$ cat config.mk
export PLATFORM = sky130hd
export DESIGN_NAME = mox_exec
export DESIGN_NICKNAME = d
export VERILOG_FILES = /design/src/shared/mox_pkg.sv /design/src/verilog/mox_dmem.sv /design/src/verilog/mox_exec.sv
export SDC_FILE = /design/constraint.sdc
export NUM_CORES = 2
export LEC_CHECK = 0
export BUFFER_PORTS_ARGS = -buffer_cell sky130_fd_sc_hd__buf_4
export CAP_MARGIN = 20
export CORE_MARGIN = 2
export CORE_UTILIZATION = 40
export DETAILED_ROUTE_END_ITERATION = 8
export PLACE_DENSITY = 0.57
export SLEW_MARGIN = 30
export SYNTH_ARGS = -nofsm -noshare
export SYNTH_HDL_FRONTEND = slang
export SYNTH_SLANG_ARGS = --single-unit
$ cat constraint.sdc
create_clock -name clk_i -period 5.9 [get_ports clk_i]
set_input_delay 0.295 -clock clk_i [delete_from_list [all_inputs] [get_ports clk_i]]
set_output_delay 0.295 -clock clk_i [all_outputs]
set_load 0.02 [all_outputs]
$ cat src/shared/mox_pkg.sv
package mox_pkg;

  localparam int DATA_W = 8;
  localparam int PC_W   = 13;
  localparam int ADDR_W = 8;

  typedef logic [DATA_W-1:0] mox_byte_t;

  // Operation selector, one-hot.
  typedef enum logic [7:0] {
    OP_IDLE    = 8'h01,
    OP_OR_MEM  = 8'h02,
    OP_OR_IMM  = 8'h04,
    OP_OR_STO  = 8'h08,
    OP_RET     = 8'h10,
    OP_RET_IMM = 8'h20,
    OP_INTERRUPT_EXIT    = 8'h40,
    OP_ROL     = 8'h80
  } mox_op_t;

  // Execution phases, one-hot.
  typedef enum logic [2:0] {
    ST_IDLE  = 3'b001,
    ST_READ  = 3'b010,
    ST_WRITE = 3'b100
  } mox_state_t;

  // One instruction request from the decoder.
  typedef struct packed {
    mox_op_t            op;
    logic [ADDR_W-1:0]  addr;
    mox_byte_t          imm;
  } mox_req_t;

  // Data memory access bundle.
  typedef struct packed {
    logic               wr;
    logic [ADDR_W-1:0]  addr;
    mox_byte_t          wdata;
  } mox_mem_t;

  localparam logic [ADDR_W-1:0] ADDR_ZERO = 8'h00;
  localparam mox_byte_t         BYTE_ZERO = 8'h00;
  localparam logic [PC_W-1:0]   PC_ONE    = 13'h0001;
  localparam logic [PC_W-1:0]   PC_RESET  = 13'h0000;
  localparam logic [PC_W-1:0]   IRQ_VECT  = 13'h0004;
  localparam logic [3:0]        STK_DEPTH = 4'h8;

endpackage : mox_pkg

$ cat src/verilog/mox_dmem.sv
`timescale 1ns/1ps
module mox_dmem (
  // Clock.
  input  wire logic              clk_i,
  // Access.
  input  wire mox_pkg::mox_mem_t mem_i,
  input  wire logic              we_i,
  output logic [7:0]             rdata_o
);

  // Contents start cleared so that the first merge or rotate sees a known byte.
  logic [7:0] mem [0:255] = '{default: mox_pkg::BYTE_ZERO};

  always_ff @(posedge clk_i) begin
    if (we_i) begin
      mem[mem_i.addr] <= mem_i.wdata;
    end
    rdata_o <= mem[mem_i.addr];
  end

endmodule : mox_dmem

$ cat src/verilog/mox_exec.sv
`timescale 1ns/1ps
//
// Function
// - Idle instruction only advances program counter.
// - OR memory into working_reg, update zero.
// - OR immediate into working_reg, update zero.
// - OR working_reg into memory, keep working_reg.
// - Subroutine exit pops program counter, flags kept.
// - Return pops counter and loads immediate.
// - Interrupt exit pops counter, sets enable.
// - Pending interrupt served before return address.
// - Rotate memory byte left, bit7 to bit0.
module mox_exec (
  // Clock and reset.
  input  wire logic              clk_i,
  input  wire logic              rst_n_i,
  // Instruction request.
  input  wire logic              req_valid_i,
  input  wire mox_pkg::mox_req_t req_i,
  input  wire logic              irq_pending_i,
  // Stack push from the core (calls).
  input  wire logic              push_i,
  input  wire logic [12:0]       push_pc_i,
  // Status.
  output logic                   busy_o,
  output logic                   done_o,
  output logic [12:0]            pc_o,
  output logic [7:0]             working_reg_o,
  output logic                   result_null_flag_o,
  output logic                   global_interrupt_enable_o,
  output logic                   irq_taken_o
);

  //////////////////////////////////////////////////////////////////////////////

  mox_pkg::mox_state_t state, next_state;
  mox_pkg::mox_op_t    op, next_op;
  mox_pkg::mox_mem_t   mem, next_mem;
  logic                we, next_we;
  logic [7:0]          rdata;
  logic [12:0]         pc, next_pc;
  logic [7:0]          acc, next_acc;
  logic                zf, next_zf;
  logic                gie, next_gie;
  logic                done, next_done;
  logic                irqt, next_irqt;
  logic [12:0]         stk [0:7];
  logic [12:0]         next_stk [0:7];
  logic [3:0]          sp, next_sp;
  logic                busy, next_busy;
  logic [7:0]          res;
  logic [12:0]         top;

  mox_dmem u_dmem (
    .clk_i   (clk_i),
    .mem_i   (next_mem),
    .we_i    (next_we),
    .rdata_o (rdata)
  );

  //////////////////////////////////////////////////////////////////////////////

  always_comb begin
    next_state = state;
    next_op    = op;
    next_mem   = mem;
    next_we    = 1'b0;
    next_pc    = pc;
    next_acc   = acc;
    next_zf    = zf;
    next_gie   = gie;
    next_done  = 1'b0;
    next_irqt  = 1'b0;
    next_sp    = sp;
    for (int i = 0; i < 8; i++) begin
      next_stk[i] = stk[i];
    end
    top = stk[3'(sp - 4'h1)];
    res = 8'h00;
    if (push_i && sp < mox_pkg::STK_DEPTH) begin
      next_stk[sp[2:0]] = push_pc_i;
      next_sp           = sp + 4'h1;
    end
    case (state)
      mox_pkg::ST_IDLE: begin
        if (req_valid_i) begin
          next_op        = req_i.op;
          next_mem.addr  = req_i.addr;
          next_mem.wr    = 1'b0;
          next_done      = 1'b1;
          next_pc        = pc + mox_pkg::PC_ONE;
          case (req_i.op)
            mox_pkg::OP_IDLE: begin
              next_done = 1'b1;
            end
            mox_pkg::OP_OR_IMM: begin
              res      = acc | req_i.imm;
              next_acc = res;
              next_zf  = (res == mox_pkg::BYTE_ZERO);
            end
            mox_pkg::OP_RET, mox_pkg::OP_RET_IMM, mox_pkg::OP_INTERRUPT_EXIT: begin
              next_pc = top;
              next_sp = sp - 4'h1;
              if (req_i.op == mox_pkg::OP_RET_IMM) begin
                next_acc = req_i.imm;
              end
              if (req_i.op == mox_pkg::OP_INTERRUPT_EXIT) begin
                next_gie = 1'b1;
                if (irq_pending_i) begin
                  next_pc   = mox_pkg::IRQ_VECT;
                  next_sp   = sp;
                  next_gie  = 1'b0;
                  next_irqt = 1'b1;
                end
              end
            end
            mox_pkg::OP_OR_MEM, mox_pkg::OP_OR_STO, mox_pkg::OP_ROL: begin
              next_done  = 1'b0;
              next_state = mox_pkg::ST_READ;
            end
            default: begin
              next_done = 1'b1;
            end
          endcase
        end
      end
      mox_pkg::ST_READ: begin
        next_state = mox_pkg::ST_WRITE;
      end
      mox_pkg::ST_WRITE: begin
        next_state = mox_pkg::ST_IDLE;
        next_done  = 1'b1;
        case (op)
          mox_pkg::OP_OR_MEM: begin
            res      = acc | rdata;
            next_acc = res;
            next_zf  = (res == mox_pkg::BYTE_ZERO);
          end
          mox_pkg::OP_OR_STO: begin
            res           = acc | rdata;
            next_we       = 1'b1;
            next_mem.wr   = 1'b1;
            next_mem.wdata = res;
            next_zf       = (res == mox_pkg::BYTE_ZERO);
          end
          default: begin
            next_we        = 1'b1;
            next_mem.wr    = 1'b1;
            next_mem.wdata = {rdata[6:0], rdata[7]};
          end
        endcase
      end
      default: begin
        next_state = mox_pkg::ST_IDLE;
      end
    endcase
    next_busy = (next_state != mox_pkg::ST_IDLE);
  end

  always_ff @(posedge clk_i or negedge rst_n_i) begin
    if (!rst_n_i) begin
      state <= mox_pkg::ST_IDLE;
      op    <= mox_pkg::OP_IDLE;
      mem   <= '0;
      we    <= 1'b0;
      pc    <= mox_pkg::PC_RESET;
      acc   <= mox_pkg::BYTE_ZERO;
      zf    <= 1'b0;
      gie   <= 1'b0;
      done  <= 1'b0;
      irqt  <= 1'b0;
      sp    <= 4'h0;
      busy  <= 1'b0;
      for (int i = 0; i < 8; i++) begin
        stk[i] <= mox_pkg::PC_RESET;
      end
    end else begin
      state <= next_state;
      op    <= next_op;
      mem   <= next_mem;
      we    <= next_we;
      pc    <= next_pc;
      acc   <= next_acc;
      zf    <= next_zf;
      gie   <= next_gie;
      done  <= next_done;
      irqt  <= next_irqt;
      sp    <= next_sp;
      busy  <= next_busy;
      for (int i = 0; i < 8; i++) begin
        stk[i] <= next_stk[i];
      end
    end
  end

  always_comb begin
    busy_o                    = busy;
    done_o                    = done;
    pc_o                      = pc;
    working_reg_o             = acc;
    result_null_flag_o        = zf;
    global_interrupt_enable_o = gie;
    irq_taken_o               = irqt;
  end

  //////////////////////////////////////////////////////////////////////////////

  idle_keeps_a : assert property (@(posedge clk_i) disable iff (!rst_n_i)
    (state == mox_pkg::ST_IDLE && req_valid_i && req_i.op == mox_pkg::OP_IDLE)
    |=> (acc == $past(acc) && zf == $past(zf) && pc == $past(pc) + 13'h0001))
    else $error("idle changed state");

  or_imm_a : assert property (@(posedge clk_i) disable iff (!rst_n_i)
    (state == mox_pkg::ST_IDLE && req_valid_i && req_i.op == mox_pkg::OP_OR_IMM)
    |=> (acc == ($past(acc) | $past(req_i.imm)) && zf == (acc == 8'h00)))
    else $error("or immediate wrong");

  zero_flag_a : assert property (@(posedge clk_i) disable iff (!rst_n_i)
    (state == mox_pkg::ST_WRITE && op == mox_pkg::OP_OR_MEM) |=> (zf == (acc == 8'h00)))
    else $error("zero flag wrong");

  or_store_a : assert property (@(posedge clk_i) disable iff (!rst_n_i)
    (state == mox_pkg::ST_WRITE && op == mox_pkg::OP_OR_STO)
    |=> (we && mem.wdata == ($past(acc) | $past(rdata)) && acc == $past(acc)))
    else $error("or store wrong");

  or_mem_a : assert property (@(posedge clk_i) disable iff (!rst_n_i)
    (state == mox_pkg::ST_WRITE && op == mox_pkg::OP_OR_MEM)
    |=> (acc == ($past(acc) | $past(rdata)) && !we))
    else $error("or memory wrong");

  ret_pop_a : assert property (@(posedge clk_i) disable iff (!rst_n_i)
    (state == mox_pkg::ST_IDLE && req_valid_i && !push_i && req_i.op == mox_pkg::OP_RET)
    |=> (pc == $past(top) && zf == $past(zf) && sp == $past(sp) - 4'h1))
    else $error("return pop wrong");

  ret_imm_a : assert property (@(posedge clk_i) disable iff (!rst_n_i)
    (state == mox_pkg::ST_IDLE && req_valid_i && req_i.op == mox_pkg::OP_RET_IMM)
    |=> (acc == $past(req_i.imm) && pc == $past(top)))
    else $error("return immediate wrong");

  interrupt_exit_gie_a : assert property (@(posedge clk_i) disable iff (!rst_n_i)
    (state == mox_pkg::ST_IDLE && req_valid_i && !irq_pending_i && req_i.op == mox_pkg::OP_INTERRUPT_EXIT)
    |=> (gie && pc == $past(top) && zf == $past(zf)))
    else $error("interrupt exit wrong");

  interrupt_exit_irq_a : assert property (@(posedge clk_i) disable iff (!rst_n_i)
    (state == mox_pkg::ST_IDLE && req_valid_i && irq_pending_i && req_i.op == mox_pkg::OP_INTERRUPT_EXIT)
    |=> (irqt && pc == mox_pkg::IRQ_VECT && sp == $past(sp)))
    else $error("pending interrupt skipped");

  rotate_a : assert property (@(posedge clk_i) disable iff (!rst_n_i)
    (state == mox_pkg::ST_WRITE && op == mox_pkg::OP_ROL)
    |=> (we && mem.wdata == {$past(rdata[6:0]), $past(rdata[7])} && zf == $past(zf)))
    else $error("rotate wrong");

endmodule : mox_exec

### After elaboration in Yosys (flattened, before gate mapping)

Memory sizes are Yosys's and may differ from the RTL's. A register that Yosys moved wholly into a read port is not among the register bits.
Cells that the tools add are included.

| storage, ports and cells | value |
|---|---|
| flip-flop bits (word level) | 161 |
| latch bits | 0 |
| memory bits (writable) | 2048 |
| memory bits (read-only) | 0 |
| output and inout bits | 26 |
| logic and storage cells | 108 |
| memories kept | 1 |

| cells by class | value |
|---|---|
| $add $sub $neg | 3 |
| $mul | 0 |
| div/mod/pow operators | 0 |
| $lt $le $gt $ge | 4 |
| equality and inequality tests | 20 |
| shift-type cells | 0 |
| muxes and demuxes | 44 |
| bitwise gates (word level) | 4 |
| reduce and logical (&&, ||, !) cells | 12 |

Memory list:

| memory | words | width | rd ports | clocked after memory_dff | write ports | line | RTL |
|---|---|---|---|---|---|---|---|
| u_dmem.mem | 256 | 8 | 1 | 1 | 1 | mox_dmem.sv:12 | `logic [7:0] mem [0:255] = '{default: mox_pkg::BYTE_ZERO};` |

Operators with widths:

| operator | number |
|---|---|
| 104-bit bitwise mux | 1 |
| 13-bit two-way mux | 6 |
| 8-bit two-way mux | 6 |
| 8-bit one-hot mux with 2 select lines | 3 |
| 13-bit binary-select mux with 3-bit select | 1 |
| 13-bit demux with 3-bit select | 1 |
| 4-bit two-way mux | 6 |
| 8-bit by 2-bit == test with 1-bit output, second input constant | 2 |
| 8-bit by 4-bit == test with 1-bit output, second input constant | 2 |
| 8-bit logical NOT | 2 |
| 8-bit bitwise OR | 2 |
| 1-bit two-way mux | 15 |
| 13-bit by 1-bit adder with 13-bit output, second input constant | 1 |
| 8-bit by 3-bit == test with 1-bit output, second input constant | 1 |
| 8-bit by 5-bit == test with 1-bit output, second input constant | 1 |
| 8-bit by 6-bit == test with 1-bit output, second input constant | 1 |
| 8-bit by 7-bit == test with 1-bit output, second input constant | 1 |
| 8-bit == test, second input constant | 1 |
| 4-bit >= comparator, second input constant | 2 |
| 3-bit inverter with 4-bit output | 2 |
| 4-bit AND reduction | 2 |
| 3-bit two-way mux | 2 |
| 3-bit by 1-bit != test with 1-bit output, second input constant | 2 |
| 3-bit one-hot mux with 2 select lines | 1 |
| 18 further kinds | 23 |

### Depth between registers and ports, before layout

| logic depth | value |
|---|---|
| depth after elaboration | 8 |
| depth in mapped cells | 14 |
| depth with buffers taken out | 9 |

### By module

A second synthesis with hierarchy kept.

| second synthesis, totals | value |
|---|---|
| cells, all modules | 4152 |
| area, all modules | 86201.4 um^2 |

By module, submodules not included:

| module | times used | cells an instance | area each (um^2) |
|---|---|---|---|
| mox_dmem | 1 | 3547 | 78492.8 |
| mox_exec | 1 | 605 | 7708.6 |

### Worst setup path before layout

No wires, ideal clock.

| timing | value |
|---|---|
| path kind | flip-flop to flip-flop |
| start point | register op[5] |
| end point | memory u_dmem.mem[0][2] (data pin) |
| library setup time | 0.825 ns |
| arrival time | 4.674 ns |
| data required time | 5.075 ns |
| path slack | 0.401 ns |
| cell stages (with the launch flop) | 8 |
| buffers on the path | 1 |
| period minus slack after synthesis | 5.499 ns |
| path through | dfrtp_1 -> or4_1 -> nor3_1 -> nand3b_1 -> nand2_1 -> clkbuf_1 -> a22oi_1 -> nand2_1 |

RTL lines:

| item | line | RTL |
|---|---|---|
| start: declaration | mox_exec.sv:37 | `mox_pkg::mox_op_t op, next_op;` |
| start signal: assignment | mox_exec.sv:163 | `op <= mox_pkg::OP_IDLE;` |
| start signal: assignment | mox_exec.sv:179 | `op <= next_op;` |
| end: declaration | mox_dmem.sv:12 |  |

### Worst setup path after layout

| timing | value |
|---|---|
| start point | register state[0] |
| end point | register u_dmem.rdata_o[6], read port of u_dmem.mem |

| between the ends | value |
|---|---|
| word-level cells in the longest chain between the ends | 2 |

RTL lines:

| item | line | RTL |
|---|---|---|
| start: declaration | mox_exec.sv:36 | `mox_pkg::mox_state_t state, next_state;` |
| start signal: assignment | mox_exec.sv:162 | `state <= mox_pkg::ST_IDLE;` |
| start signal: assignment | mox_exec.sv:178 | `state <= next_state;` |
| 3-bit by 1-bit == test with 1-bit output | mox_exec.sv:84 | `case (state)` |
| 8-bit two-way mux | mox_exec.sv:84 |  |
| end: declaration | mox_dmem.sv:8 | `output logic [7:0] rdata_o` |

Every way passes these cells.
A chain may end at the register's enable or synchronous reset.

==> metrics.md <==
| Metric | Value |
|---|---|
| Run status | `finished clean` |
| Worst setup path category | `reg2reg` |
| Count of nets after finishing | `between 5000 and 6000` |
| Count of antenna-violating nets left after detailed routing | `0` |
| Launching point of the worst reg2reg path | `state[0]` |
| Buffers on Ports | `67` |
| Share of the synthesized area in the top cell type | `0.704` |
| Per-instance average area after synthesis | `between 15 and 20 um2` |
| Gate count after technology mapping | `roughly 5500` |
| Clock Root Buffer | `clkbuf_16` |
| Post-detailed-route DRC marker count | `0` |
| Core Rows | `between 150 and 200` |
| Worst slew pin tran | `1140 ps` |
| Async S/R FF share, synth | `0.0726` |
| Crit. End Element | `flip-flop` |
| Signed area change from the synthesized netlist to the final layout | `14.1%` |
| Total wire length | `around 230000 um` |
| Clock tree from TritonCTS | `built` |
| List of most frequent post-synthesis cells | `2048 x edfxtp_1, 926 x nand2_1, 311 x mux2i_1` |
| Total nets after synthesis | `approximately 5600` |
| Number of global-route vias before repair | `about 49000` |
| Cell family with the largest share of critical-path delay | `compound AO/OA/AOI/OAI gates` |
| Crit-path max cell delay | `830 ps` |
| Die Footprint | `between 200000 and 250000 um2` |
| Global routing usage summed across all routing layers | `0.207` |
| Critical path's most frequent cell | `buf_4` |
| Portion of the clock cycle consumed by the worst path in the final layout | `0.901` |
| Synthesis Warnings | `0` |
| Final Wtd Congestion | `roughly 0.83` |
| Final hold violation count | `0` |
| Setup_tns | `0 ps` |
| Total clock buffers created by CTS | `224` |
| Portion of the post-synthesis area used by sequential elements | `0.752` |
| Most used flip-flop cell after synthesis | `edfxtp_1` |
| Final min period | `~5300 ps` |
| Cell area after technology mapping | `between 80000 and 90000 um2` |
| Worst ir drop on vdd | `312 uV` |
| Global-route wire length before repair | `~340000 um` |
| Max transition margin | `0.240` |
| Initial standard-cell utilization of the core | `0.402` |
| Avg WL per Cell | `26.7 um` |
| Total I/O pin count | `between 60 and 70` |
| Cell with the most instances after synthesis | `edfxtp_1` |
| Drt first-iter violations | `around 5500` |
| Antenna violations before repair | `13` |
| Largest net degree at the start of global routing | `~190` |
| Maximum Capacitance Violations | `0` |
| Number of sinks handled by clock tree synthesis | `roughly 2200` |
| Fin Clk Skew | `roughly 73 ps` |
| HPWL Detailed | `around 140000 um` |
| Max-slew violation count | `0` |
| Area leader, netlist | `edfxtp_1` |
| Level count of the clock H-tree | `4` |
| Kind of start point of the critical path | `flip-flop` |
| Top post-synthesis cells by area | `edfxtp_1 70%, mux4_2 5.0%, dfrtp_1 4.6%` |
| Worst reg2reg path depth | `10` |
| Data arrival time at the worst-slack endpoint | `~6000 ps` |
| Vias after detailed routing | `49400` |
| Distinct cell type count after synthesis | `65` |
| Clock transition at the registers of the reported paths | `around 60 ps` |
| Flop and latch count out of synthesis | `~2200` |
| Unrepaired setup endpoints after global routing | `false` |
| Worst setup slack for register-to-register paths | `slightly below 600 ps` |
| Hold WC Path Type | `in2async` |
| Worst-Skew Late Latency | `slightly below 900 ps` |
| Total core area | `between 200000 and 250000 um2` |
| Power density over cell area | `roughly 360 nW/um2` |
| Worst slack on hold paths | `roughly 47 ps` |
| Via/cell ratio | `5.66` |
| Overall overflow remaining after global route | `0` |
| Destination of the worst register-to-register timing path | `u_dmem.rdata_o[6]` |
| Final setup viols | `0` |
| Critical path cell sequence | `and4bb_2, mux2i_4, buf_12, buf_4, mux4_2, a22oi_1, a21oi_1, a2111oi_0, buf_4, nand3_1` |
| Maximum fanout along the worst path | `just over 50` |
| Die width | `about 470 um` |
| Max Clk Rate | `about 190 MHz` |
| Maximum buffer depth of the clock tree | `3` |
| Worst-path cell with the longest stage delay | `and4bb_2` |
| Fill count | `18700` |
| Number of buffers and inverters on the critical path | `3` |
| Number of enable flip-flop cells after synthesis | `roughly 2000` |
| 1st-pass router iterations | `6` |
| Leakage power of the design | `between 30 and 40 nW` |
| Crit path required time | `6620 ps` |
| Fraction of final layout cells sized beyond drive strength 1 | `0.154` |
| Die Ht | `~470 um` |
[through the flow]
step / util / instances / setup slack, ps / power [mW] / area [um2]
after floorplan: - / 5534 / 401 / 20.3 / 87300
after global placement: 0.422 / 8271 / 414 / 21.6 / 91600
after detailed placement: 0.422 / 8272 / 730 / 21.7 / 91700
after CTS: 0.459 / 8730 / 606 / 36.0 / 99600
after global routing: 0.459 / 8732 / 285 / 36.8 / 99600
final: 0.459 / 8734 / 583 / 35.7 / 99600
[per-layer routing]
layer  routed length (um)  global-route usage  vias to the layer above
li1                     -                   -                    21600
met1                97900               0.289                    25700
met2               112000               0.332                     1788
met3                16800              0.0360                      350
met4                 6560              0.0631                        6
met5                   47                   0                        -
[registers in the layout, indices dropped and copies added (netlist names)]
| name | flops |
|---|---|
| busy_o | 1 |
| working_reg_o | 8 |
| pc_o | 13 |
| sp | 4 |
| u_dmem.rdata_o | 8 |
| irq_taken_o | 1 |
| state | 3 |
| mem | 16 |
| global_interrupt_enable_o | 1 |
| op | 8 |
| done_o | 1 |
| u_dmem.mem | 2048 |
| result_null_flag_o | 1 |
| stk | 104 |
[what timing repair did]
item,CTS,global route
endpoints found under the hold margin,230,0
buffers inserted,0,0
hold buffers,36,0
resized for setup,0,0
setup endpoints to repair,0,0
[layout make-up]
cell class | instances | area, um2 | share of cell area
clock buffer | 260 | 5800 | 0.0582
inverter | 22 | 90.1 | 0.000904
timing repair buffer | 242 | 2300 | 0.0230
tap | 2854 | 3570 | 0.0358
clock inverter | 162 | 1700 | 0.0171
multi-input combinational | 2973 | 20500 | 0.205
antenna | 4 | 10.0 | 0.000100
sequential | 2217 | 65700 | 0.659
[kinds of logic (layout without fill, tap and decap cells)]
| kind of cell | after synthesis | count (layout) | synth area share |
|---|---|---|---|
| flip-flops | 2217 | 2217 | 0.752 |
| XOR/XNOR | 6 | 6 | 0.000602 |
| buffers and inverters | 344 | 686 | 0.0167 |
| AO/OA/AOI/OAI | 606 | 606 | 0.0433 |
| other | 0 | 4 | 0 |
| adder cells (fa/ha/maj) | 3 | 3 | 0.000430 |
| multiplexers | 619 | 619 | 0.101 |
| AND/OR/NAND/NOR | 1739 | 1739 | 0.0859 |
[report_power, final]
group	leakage [nW]	switching, mW	internal (mW)	total (mW)
combinational	10.1	2.12	1.59	3.71
clock	3.65	6.17	8.17	14.3
sequential	17.2	0.297	17.3	17.6
total	30.9	8.59	27.1	35.7
[layout by cell type (no fill, tap or decap), types with 7 or more instances in the layout]
cell,Yosys,layout
mux2_2,112,112
nor4_2,0,7
clkbuf_16,0,224
mux4_2,193,193
clkinv_16,0,10
nand2_2,0,7
bufinv_16,0,25
nor2b_1,12,12
a2111oi_0,17,14
nand2b_1,14,14
mux2i_1,311,308
nand3_1,275,275
clkinv_1,0,63
dfrtp_1,159,158
o21ai_0,83,83
nand2_1,926,907
a31oi_1,76,76
o22ai_1,130,130
clkbuf_8,0,7
clkbuf_1,180,30
dfxtp_1,8,8
inv_1,19,19
o221a_2,8,8
edfxtp_1,2048,2048
nor4_1,56,49
nor2_1,301,295
a211oi_1,9,9
a41oi_1,8,8
dlygate4sd3_1,0,36
a22oi_1,93,93
clkinv_2,0,47
nor3_1,13,12
buf_4,10,173
nand4_1,96,96
a21oi_1,152,151
buf_12,0,30
nand2_4,0,10
[worst max-delay path by stage]
| stage | endpoint | depth (start not counted) | start | slack, ps |
|---|---|---|---|---|
| final | u_dmem.rdata_o[6] | 10 | state[0] | 580 |
| after global routing | u_dmem.rdata_o[6] | 10 | state[0] | 290 |
| after CTS | u_dmem.rdata_o[6] | 10 | state[0] | 610 |
| after detailed placement | u_dmem.rdata_o[6] | 10 | state[0] | 730 |
| after global placement | u_dmem.rdata_o[1] | 9 | state[0] | 410 |
| after floorplan | u_dmem.mem[0][2] | 7 | op[5] | 400 |
No activity file was read; power rests on OpenSTA's default activity.
